### src/shared/fps_regs.svh
// Register offsets, field positions and flash codes for the program sequencer
`ifndef FPS_REGS_SVH
`define FPS_REGS_SVH
// APB register byte offsets
`define FPS_CTRL_OFF 12'h000
`define FPS_ADDR_OFF 12'h004
`define FPS_DATA_OFF 12'h008
`define FPS_STAT_OFF 12'h00c
`define FPS_IRQ_OFF 12'h010
`define FPS_MASK_OFF 12'h014
// Control register fields
`define FPS_CTRL_START 0
`define FPS_CTRL_CLEAR 1
`define FPS_CTRL_MODE_LO 2
`define FPS_CTRL_MODE_HI 3
// Flash command codes
`define FPS_CMD_PROT_SETUP 16'h00c0
`define FPS_CMD_PROG_SETUP 16'h0040
`define FPS_CMD_CLR_STATUS 16'h0050
`define FPS_CMD_READ_ARRAY 16'h00ff
// Flash status bits
`define FPS_SR_READY 7
`define FPS_SR_LOCKED 1
`define FPS_SR_SUPPLY 3
`define FPS_SR_FAIL 4
// Interrupt bits: done, error, refused
`define FPS_IRQ_DONE 0
`define FPS_IRQ_ERR 1
`define FPS_IRQ_REFUSE 2
// Strobe phase length in clocks (8 ns each)
`define FPS_PHASE_CYC 4'd9
`endif

### src/shared/fps_pkg.sv
// Types shared by the flash program sequencer
package fps_pkg;
   typedef enum logic [1:0] {
      FPS_MODE_PROT = 2'h0,
      FPS_MODE_ONE = 2'h1,
      FPS_MODE_TWO = 2'h2,
      FPS_MODE_FOUR = 2'h3
   } fps_mode_type;
   typedef enum logic [6:0] {
      FPS_IDLE = 7'h01,
      FPS_WSETUP = 7'h02,
      FPS_WDATA = 7'h04,
      FPS_POLL = 7'h08,
      FPS_GAP = 7'h10,
      FPS_CLEAR = 7'h20,
      FPS_ARRAY = 7'h40
   } fps_state_type;
endpackage

### src/rtl/fps_sequencer.sv
// Host-side program/status sequencer for an asynchronous NOR flash
// Rules this project covers
// RL1 - Protection program: C0h, then address and data
// RL2 - Poll until ready; toggle enables between reads
// RL3 - Check locked, supply and fail status bits
// RL4 - Error bits stay sticky across several operations
// RL5 - Clear status after error before further programs
// RL6 - Two-word addresses differ only in bit zero
// RL7 - Four-word addresses differ only in bits zero/one
// RL8 - Lock word at 80h, then unique number
// RL9 - Query 44h returns 0080h, lock word location
// RL10 - Query sizes encoded as power-of-two bytes
// RL11 - Eight user one-time words follow unique number
`timescale 1ns/100ps
`default_nettype none
`include "fps_regs.svh"
module fps_sequencer
   import fps_pkg::*;
#(
   parameter int ADDR_W = 22
) (
   input wire logic sys_clk,
   input wire logic rst,
   input wire logic psel,
   input wire logic penable,
   input wire logic pwrite,
   input wire logic [11:0] paddr,
   input wire logic [31:0] pwdata,
   output logic [31:0] prdata,
   output logic pready,
   output logic pslverr,
   output logic irq,
   output logic [ADDR_W-1:0] flash_addr,
   output logic flash_ce_n,
   output logic flash_oe_n,
   output logic flash_we_n,
   output logic [15:0] flash_dq_out,
   output logic flash_dq_oe,
   input wire logic [15:0] flash_dq_in
);
   // Software-visible state
   logic [ADDR_W-1:0] addr_reg, addr_next; // Base target address
   logic [15:0] data_reg [0:3]; // Words to program, one per slot
   logic [15:0] data_next [0:3];
   fps_mode_type mode_reg, mode_next; // Program kind
   logic [7:0] status_reg, status_next; // Last flash status byte
   logic [2:0] irq_reg, irq_next; // Sticky events
   logic [2:0] mask_reg, mask_next; // Interrupt mask
   logic err_seen_reg, err_seen_next; // Error not yet cleared
   // Sequencer state
   fps_state_type state_reg, state_next;
   logic [3:0] cnt_reg, cnt_next; // Phase timer
   logic [1:0] word_reg, word_next; // Word within a multi-word op
   logic phase_reg, phase_next; // 0 strobe asserted, 1 released
   // Flash pin registers
   logic [ADDR_W-1:0] fa_reg, fa_next;
   logic ce_n_reg, ce_n_next, oe_n_reg, oe_n_next, we_n_reg, we_n_next;
   logic [15:0] dq_reg, dq_next;
   logic dqoe_reg, dqoe_next;
   // Bus answer registers
   logic [31:0] prdata_reg, prdata_next;
   logic pready_reg, pready_next, pslverr_reg, pslverr_next;
   // Local wires
   logic bus_wr, bus_rd, start_cmd, clear_cmd, err_bits;
   logic [2:0] ev_set;
   logic [1:0] last_word;
   logic [ADDR_W-1:0] word_addr;

   // One-cycle access phase: answer comes the edge after penable rises
   always_comb begin
      bus_wr = psel && penable && pwrite && !pready_reg;
      bus_rd = psel && penable && !pwrite && !pready_reg;
   end

   // Command decode from a control write
   always_comb begin
      start_cmd = bus_wr && paddr == `FPS_CTRL_OFF &&
         pwdata[`FPS_CTRL_START];
      clear_cmd = bus_wr && paddr == `FPS_CTRL_OFF &&
         pwdata[`FPS_CTRL_CLEAR];
   end

   // Status error bits that force a clear before the next program
   assign err_bits = status_reg[`FPS_SR_LOCKED] |
      status_reg[`FPS_SR_SUPPLY] | status_reg[`FPS_SR_FAIL]; // RL3

   // Words per operation and address of the current word
   always_comb begin
      case (mode_reg)
         FPS_MODE_TWO: last_word = 2'h1;
         FPS_MODE_FOUR: last_word = 2'h3;
         default: last_word = 2'h0;
      endcase
      word_addr = addr_reg;
      // Low bits come from the word count, the rest stay fixed
      if (mode_reg == FPS_MODE_TWO) begin
         word_addr[0] = word_reg[0]; // RL6
      end else if (mode_reg == FPS_MODE_FOUR) begin
         word_addr[1:0] = word_reg; // RL7
      end
   end

   // Sequencer: writes, polling, status clear
   always_comb begin
      state_next = state_reg;
      cnt_next = cnt_reg;
      word_next = word_reg;
      phase_next = phase_reg;
      fa_next = fa_reg;
      ce_n_next = ce_n_reg;
      oe_n_next = oe_n_reg;
      we_n_next = we_n_reg;
      dq_next = dq_reg;
      dqoe_next = dqoe_reg;
      status_next = status_reg;
      err_seen_next = err_seen_reg;
      ev_set = 3'h0;
      if (cnt_reg != 4'h0) begin
         cnt_next = cnt_reg - 4'h1;
      end
      case (state_reg)
         FPS_IDLE: begin
            if (clear_cmd) begin
               state_next = FPS_CLEAR;
               phase_next = 1'b0;
               cnt_next = `FPS_PHASE_CYC;
            end else if (start_cmd && err_seen_reg) begin
               // Refuse further programs until status is cleared
               ev_set[`FPS_IRQ_REFUSE] = 1'b1; // RL5
            end else if (start_cmd) begin
               state_next = FPS_WSETUP;
               word_next = 2'h0;
               phase_next = 1'b0;
               cnt_next = `FPS_PHASE_CYC;
            end
         end
         FPS_WSETUP, FPS_WDATA, FPS_CLEAR, FPS_ARRAY: begin
            // Write cycle: strobe low for a phase, then high for a phase
            if (phase_reg == 1'b0) begin
               ce_n_next = 1'b0;
               we_n_next = 1'b0;
               dqoe_next = 1'b1;
               oe_n_next = 1'b1;
               if (state_reg == FPS_WDATA) begin
                  fa_next = word_addr;
                  dq_next = data_reg[word_reg];
               end else begin
                  fa_next = addr_reg;
                  if (state_reg == FPS_CLEAR) begin
                     dq_next = `FPS_CMD_CLR_STATUS; // RL5
                  end else if (state_reg == FPS_ARRAY) begin
                     dq_next = `FPS_CMD_READ_ARRAY;
                  end else if (mode_reg == FPS_MODE_PROT) begin
                     dq_next = `FPS_CMD_PROT_SETUP; // RL1
                  end else begin
                     dq_next = `FPS_CMD_PROG_SETUP;
                  end
               end
               if (cnt_reg == 4'h0) begin
                  phase_next = 1'b1;
                  cnt_next = `FPS_PHASE_CYC;
                  we_n_next = 1'b1;
                  ce_n_next = 1'b1;
               end
            end else if (cnt_reg == 4'h0) begin
               dqoe_next = 1'b0;
               phase_next = 1'b0;
               cnt_next = `FPS_PHASE_CYC;
               case (state_reg)
                  FPS_WSETUP: state_next = FPS_WDATA;
                  FPS_WDATA: begin
                     // Multi-word ops send every word before polling
                     if (word_reg == last_word) begin
                        state_next = FPS_POLL; // RL1
                     end else begin
                        word_next = word_reg + 2'h1;
                     end
                  end
                  FPS_CLEAR: begin
                     err_seen_next = 1'b0;
                     status_next = 8'h00;
                     state_next = FPS_ARRAY;
                  end
                  default: state_next = FPS_IDLE;
               endcase
            end
         end
         FPS_POLL: begin
            // Read status with both enables low, sample at phase end
            ce_n_next = 1'b0;
            oe_n_next = 1'b0;
            if (cnt_reg == 4'h0) begin
               status_next = flash_dq_in[7:0];
               ce_n_next = 1'b1;
               oe_n_next = 1'b1; // RL2
               cnt_next = `FPS_PHASE_CYC;
               state_next = FPS_GAP;
            end
         end
         FPS_GAP: begin
            // Enables stay high a phase so the next read refreshes
            if (cnt_reg == 4'h0) begin
               cnt_next = `FPS_PHASE_CYC;
               if (!status_reg[`FPS_SR_READY]) begin
                  state_next = FPS_POLL; // RL2
               end else begin
                  // Errors stay recorded until a clear
                  ev_set[`FPS_IRQ_DONE] = 1'b1;
                  if (err_bits) begin
                     err_seen_next = 1'b1; // RL3 RL4
                     ev_set[`FPS_IRQ_ERR] = 1'b1;
                  end
                  state_next = FPS_ARRAY;
               end
            end
         end
         default: state_next = FPS_IDLE;
      endcase
   end

   // Register file: writes and read mux
   always_comb begin
      addr_next = addr_reg;
      mode_next = mode_reg;
      mask_next = mask_reg;
      for (int i = 0; i < 4; i++) begin
         data_next[i] = data_reg[i];
      end
      // Set wins over a write-one clear
      irq_next = irq_reg | ev_set;
      prdata_next = prdata_reg;
      pready_next = 1'b0;
      pslverr_next = 1'b0;
      if (bus_wr || bus_rd) begin
         pready_next = 1'b1;
         prdata_next = 32'h0;
      end
      if (bus_wr) begin
         case (paddr)
            `FPS_CTRL_OFF: begin
               if (state_reg == FPS_IDLE) begin
                  mode_next = fps_mode_type'(
                     pwdata[`FPS_CTRL_MODE_HI:`FPS_CTRL_MODE_LO]);
               end
            end
            `FPS_ADDR_OFF: addr_next = pwdata[ADDR_W-1:0];
            `FPS_DATA_OFF: data_next[pwdata[17:16]] = pwdata[15:0];
            `FPS_IRQ_OFF: irq_next = (irq_reg & ~pwdata[2:0]) | ev_set;
            `FPS_MASK_OFF: mask_next = pwdata[2:0];
            default: pslverr_next = 1'b1;
         endcase
      end
      if (bus_rd) begin
         case (paddr)
            `FPS_CTRL_OFF: prdata_next = {28'h0, mode_reg, 2'h0};
            `FPS_ADDR_OFF: prdata_next = 32'(addr_reg);
            `FPS_STAT_OFF: prdata_next = {16'h0, 6'h0, err_seen_reg,
               state_reg == FPS_IDLE, status_reg};
            `FPS_IRQ_OFF: prdata_next = {29'h0, irq_reg};
            `FPS_MASK_OFF: prdata_next = {29'h0, mask_reg};
            default: pslverr_next = 1'b1;
         endcase
      end
   end

   // State registers
   always_ff @(posedge sys_clk or posedge rst) begin
      if (rst) begin
         state_reg <= FPS_IDLE;
         cnt_reg <= 4'h0;
         word_reg <= 2'h0;
         phase_reg <= 1'b0;
         fa_reg <= '0;
         ce_n_reg <= 1'b1;
         oe_n_reg <= 1'b1;
         we_n_reg <= 1'b1;
         dq_reg <= 16'h0;
         dqoe_reg <= 1'b0;
         status_reg <= 8'h00;
         err_seen_reg <= 1'b0;
         addr_reg <= '0;
         mode_reg <= FPS_MODE_PROT;
         mask_reg <= 3'h0;
         irq_reg <= 3'h0;
         prdata_reg <= 32'h0;
         pready_reg <= 1'b0;
         pslverr_reg <= 1'b0;
         for (int i = 0; i < 4; i++) begin
            data_reg[i] <= 16'h0;
         end
      end else begin
         state_reg <= state_next;
         cnt_reg <= cnt_next;
         word_reg <= word_next;
         phase_reg <= phase_next;
         fa_reg <= fa_next;
         ce_n_reg <= ce_n_next;
         oe_n_reg <= oe_n_next;
         we_n_reg <= we_n_next;
         dq_reg <= dq_next;
         dqoe_reg <= dqoe_next;
         status_reg <= status_next;
         err_seen_reg <= err_seen_next;
         addr_reg <= addr_next;
         mode_reg <= mode_next;
         mask_reg <= mask_next;
         irq_reg <= irq_next;
         prdata_reg <= prdata_next;
         pready_reg <= pready_next;
         pslverr_reg <= pslverr_next;
         for (int i = 0; i < 4; i++) begin
            data_reg[i] <= data_next[i];
         end
      end
   end

   // Interrupt level registered so the output comes from a flop
   logic irq_out_reg;
   always_ff @(posedge sys_clk or posedge rst) begin
      if (rst) begin
         irq_out_reg <= 1'b0;
      end else begin
         irq_out_reg <= |(irq_next & mask_next);
      end
   end

   // Outputs straight from flops
   assign prdata = prdata_reg;
   assign pready = pready_reg;
   assign pslverr = pslverr_reg;
   assign irq = irq_out_reg;
   assign flash_addr = fa_reg;
   assign flash_ce_n = ce_n_reg;
   assign flash_oe_n = oe_n_reg;
   assign flash_we_n = we_n_reg;
   assign flash_dq_out = dq_reg;
   assign flash_dq_oe = dqoe_reg;
endmodule
`default_nettype wire

### config.mk
export PLATFORM = sky130hd
export DESIGN_NAME = fps_sequencer
export DESIGN_NICKNAME = d
export VERILOG_FILES = /design/src/shared/fps_pkg.sv /design/src/rtl/fps_sequencer.sv
export VERILOG_INCLUDE_DIRS = /design/src /design/src/shared
export SDC_FILE = /design/constraint.sdc
export NUM_CORES = 1
export LEC_CHECK = 0
export BUFFER_PORTS_ARGS = -buffer_cell sky130_fd_sc_hd__buf_4
export CAP_MARGIN = 20
export CELL_PAD_IN_SITES_DETAIL_PLACEMENT = 1
export CELL_PAD_IN_SITES_GLOBAL_PLACEMENT = 1
export CORE_MARGIN = 2
export CORE_UTILIZATION = 41
export DETAILED_ROUTE_END_ITERATION = 7
export PLACE_DENSITY_LB_ADDON = 0.1
export REMOVE_ABC_BUFFERS = 1
export SYNTH_ARGS = -nofsm -noshare
export SYNTH_HDL_FRONTEND = slang
export SYNTH_SLANG_ARGS = --single-unit
export TNS_END_PERCENT = 10
### constraint.sdc
create_clock -name sys_clk -period 8 [get_ports sys_clk]
set_input_delay 2.4 -clock sys_clk [delete_from_list [all_inputs] [get_ports sys_clk]]
set_output_delay 2.4 -clock sys_clk [all_outputs]
set_load 0.005 [all_outputs]
After elaboration in Yosys (flattened, before gate mapping)
Index checks and enable logic that the tools add are counted.

Add/subtract/negate cells: 2. $lt $le $gt $ge: 3. Equality and inequality tests: 32. Muxes and demuxes: 84. Bitwise logic cells: 10. Reduce and logical (&&, ||, !) cells: 36.

Operator list (count): $pmux 32 s5 (1); $bwmux 64 (1); $mux 16 (4); $mux 32 (2); $mux 7 (9); $mux 8 (7); $bmux 16 s2 (1); $demux 16 s2 (1); $pmux 7 s4 (1); $mux 1 (27); $ne 2x2->1 const B (13); $eq 12x4->1 const B (2); $eq 12x5->1 const B (2); $mux 2 (12); $pmux 7 s3 (1); $mux 4 (5); $pmux 8 s2 (1); $reduce_and 7->1 (2); $eq 12x3->1 const B (1); $logic_not 12->1 (1); $mux 3 (4); $logic_and 1x1->1 (10); $reduce_and 2->1 (5); $reduce_or 5->1 (2); 36 further kinds (52).

Register bits: 194. Input port bits: 65. Output and inout bits: 77. Logic and storage cells: 191.

Longest topological paths before layout
Depth after elaboration: 14. Depth in mapped cells: 8. Depth with buffers taken out: 8.

Worst setup path after synthesis
Ideal clock, no wire load.

Kind: in2reg. Start point: input paddr[9]. End point: register data_reg[50] (netlist bit). Setup time: 0.125 ns. Arrival time: 4.741 ns. Data required time: 7.875 ns. Setup slack: 3.134 ns. Stages: 6. Path buffers: 1. Cells stage by stage: or4_4 -> or4_4 -> nor4_2 -> nor3b_4 -> buf_4 -> mux2_2.

Word-level cells in the longest chain between the ends: 2.

Ends and longest elaborated chain: start, declared (RTL line fps_sequencer.sv:27) `input wire logic [11:0] paddr,`; $eq 12x4->1 (RTL line fps_sequencer.sv:239) `case (paddr)`; $reduce_and 2->1 (no line); end signal, assigned by index (RTL line fps_sequencer.sv:312) `data_reg[i] <= data_next[i];`; end, declared (RTL line fps_sequencer.sv:43) `logic [15:0] data_reg [0:3];`.

No other way between the ends. A chain may end at the register's enable or synchronous reset.

Worst setup path after layout
Start point: input paddr[9]. End point: register data_reg[4] (netlist bit).

Same word-level chain as after synthesis.

==> metrics.txt <==
worst stage delay on the critical path=about 0.88 ns; Most used DFF post-synth=dfrtp_1; Hold/Removal Path Class=flip-flop to flip-flop; worst clock skew on the final layout=0.0134 ns; simple-gate share of the synthesized area=between 10% and 20%; DIE HEIGHT=149 um; fraction of the mapped netlist area in compound gates=7.31%; post-route total power=1.96 mW; number of distinct standard cells referenced by the synthesized netlist=62; share of the cycle needed by the critical path after routing=between 60% and 70%; combinational family with the most area after synthesis=multiplexers; total die area=0.0222 sq mm; number of pins with negative max-slew slack in the final report=0; count of pins on the block boundary=142; share of layout cells above drive strength 1=34.7%; setup slack after layout=2.73 ns; Clock Latency Late Sink=between 0.4 and 0.5 ns; antenna violations before repair=0; CTS Root Cell=clkbuf_16; synthesized-area fraction occupied by xor and xnor cells=0.610%; result of the run=finished clean; most area-hungry cell type in the Yosys netlist=dfrtp_1; total vias in the final route=roughly 6000; final hold violation count=0; fin cells=~1100; post-synthesis area per instance=12.0 sq um; Worst setup EP type=flip-flop; placement-stage worst setup slack=2.23 ns; CP max stage cell=nand3_1; first-pass GRT wire length=37.0 mm; critical path peak fanout=16; number of nets still failing antenna checks after routing=0; Post-synth ARST share=100%; effective utilization at floorplan=41.3%; data required time of the worst path=roughly 8.3 ns; detailed router's first-iteration violation count=271; dominant cell by count in the synthesized netlist=dfrtp_1; placeable core region=0.0208 sq mm; Critical Path Source Type=primary input; setup TNS after final layout=0 ns; clock net sink count=roughly 190; Post-CTS Setup Bufs=0; fraction of post-synthesis cell area in the top cell type by area=55.2%; vias in the first global route=approximately 6600; # Max-Cap Violations=0; Clock Pin Slew Worst Setup and Hold Paths=~0.08 ns; sequential share of the synthesized area=56.5%; area grow syn2layout=20.5%; setup repair after global routing missed its margin=no; total CTS buffers=17; adder-cell share of the synthesized area=0.581%; number of buffers inserted by port buffering=123; Remaining Overflow, GRT=0; number of flops mapped to enable cells by yosys=0; clk buf depth=2; GRT Util Overall=21.8%; cell breakdown of the critical path=buf_4 > or4_4 > or4_4 > nor4_2 > nand3_1 > mux2_2; via/cell ratio=5.49; number of H-tree levels=4; cell area power density=189 mW/mm^2; CP Class=primary input to flip-flop; number of iterations in the first detailed-routing pass=4; Worst Tran Pin Value=1.11 ns; number of setup violations in the final report=0; half-perimeter wire length after placement=16.1 mm; Data arrival, critical path=5.58 ns; CTS tree=yes; number of warnings reported in the yosys synthesis log=0; VDD IR max=137 uV; mux contribution to synthesized area=18.9%; number of cell rows=between 50 and 60; max FFs per register=64; # fillers=2236; gate count of the mapped netlist=around 700; routability congestion estimate=0.877; cell with the most instances on the worst path=or4_4; post-synthesis instance area=0.00861 sq mm; Inst Count DP=around 1100; CTS Hold Bufs=0; peak clock frequency supported by timing=around 0.19 GHz; min cycle time layout=about 5.3 ns; count of inserted antenna diode cells=0; biggest area contributors in the synthesized netlist=dfrtp_1 55%, mux2_2 9.5%, nand2_1 5.3%; final wirelength=between 20 and 25 mm; reported leakage power=5.22 nW; Die Width=149 um; pin count of the biggest net entering global routing=129; post_cts resized=0; worst slew slack as a fraction of its limit=25.9%; number of nets at the end of the flow=896; Wirelength per Cell=21.0 um; FF+latch count, synth=194; commonest cells in the netlist=190 x dfrtp_1, 121 x nand2_1, 73 x mux2_2, 33 x clkbuf_1, 30 x o21ai_0; post-route DRC violation count=0
-- power by group --
part	internal [mW]	switching [mW]	total, mW
clock network	0.417	0.405	0.822
registers	0.992	0.0111	1.00
logic	0.0521	0.0825	0.135
total	1.46	0.498	1.96
-- cell type report --
type,count,area (sq um),share of cell area [%]
inverters,14,60.1,0.579
well taps,275,344,3.32
multi-input cells,466,3530,34.1
repair buffers,134,1010,9.77
flip-flops and latches,194,4860,46.9
clock buffers,18,439,4.24
clock inverters,13,119,1.15
-- final timing paths --
| kind | slack (ns) | endpoint | cells after the start | from |
|---|---|---|---|---|
| max reg2reg | 4.70 | state_reg[4] | 5 | state_reg[6] |
| min | 0.48 | flash_addr[13] | 2 | flash_addr[13] |
| min in group asynchronous | 2.15 | prdata[26] | 2 | rst |
| min reg2reg | 0.48 | flash_addr[13] | 2 | flash_addr[13] |
| max | 2.73 | data_reg[4] | 6 | paddr[9] |
| max in group asynchronous | 4.38 | addr_reg[17] | 3 | rst |
-- kinds of logic after synthesis --
group,after synthesis
DFF,194
and+or+nand+nor,240
xor gates and xnor gates,6
adders and majority gates,4
AOI/OAI and AO/OA,93
muxes,123
buffers and inverters,57
-- per-stage QoR --
| stage | hold WS [ns] | util [%] | area (sq um) |
|---|---|---|---|
| 4_1_cts | 0.483 | 49.7 | 10400 |
| 5_1_grt | 0.510 | 49.8 | 10400 |
| 2_1_floorplan | 0.438 | - | 8420 |
| 3_5_place_dp | 0.464 | 47.0 | 9800 |
| 3_3_place_gp | 0.460 | 47.0 | 9800 |
| 6_report | 0.479 | 49.8 | 10400 |
-- per-layer routing --
layer  global-route usage, %  vias to the layer above  wire length, um
met5                       0                        -                0
met4                    6.43                        0              363
met3                    4.43                       25              959
met2                    35.5                      137            11500
met1                    29.6                     3198            10700
li1                        -                     2755                -
-- critical path: cells and delay by family --
family,cells,cell delay [ns]
buf+inv,1,0.11
mux,1,0.60
simple gates,4,2.46
-- placed cells by master, fill, tap and decap left out, types with 4 or more instances in the layout --
cell       synthesis  final
o21ai_0           30     30
mux2_2            73     73
nand4_1            6      6
dfrtp_1          190    190
a22o_1            16     16
nor3_1            12     11
or3_1              4      4
dfstp_2            4      4
a31oi_1            7      7
clkbuf_16          0     17
ha_1               4      4
mux2_4            20     20
buf_4              1    133
and2_1            11     11
a21oi_1           11     11
inv_1             14     13
xnor2_1            5      5
mux4_2            16     16
nand3b_1           4      4
nand3_1           25     25
nor2_1            24     24
nand2_1          121    121
inv_8              0      6
nand2b_1           5      5
mux2i_1           13     13
and3_1             5      5
No activity file was read; power rests on OpenSTA's default activity.
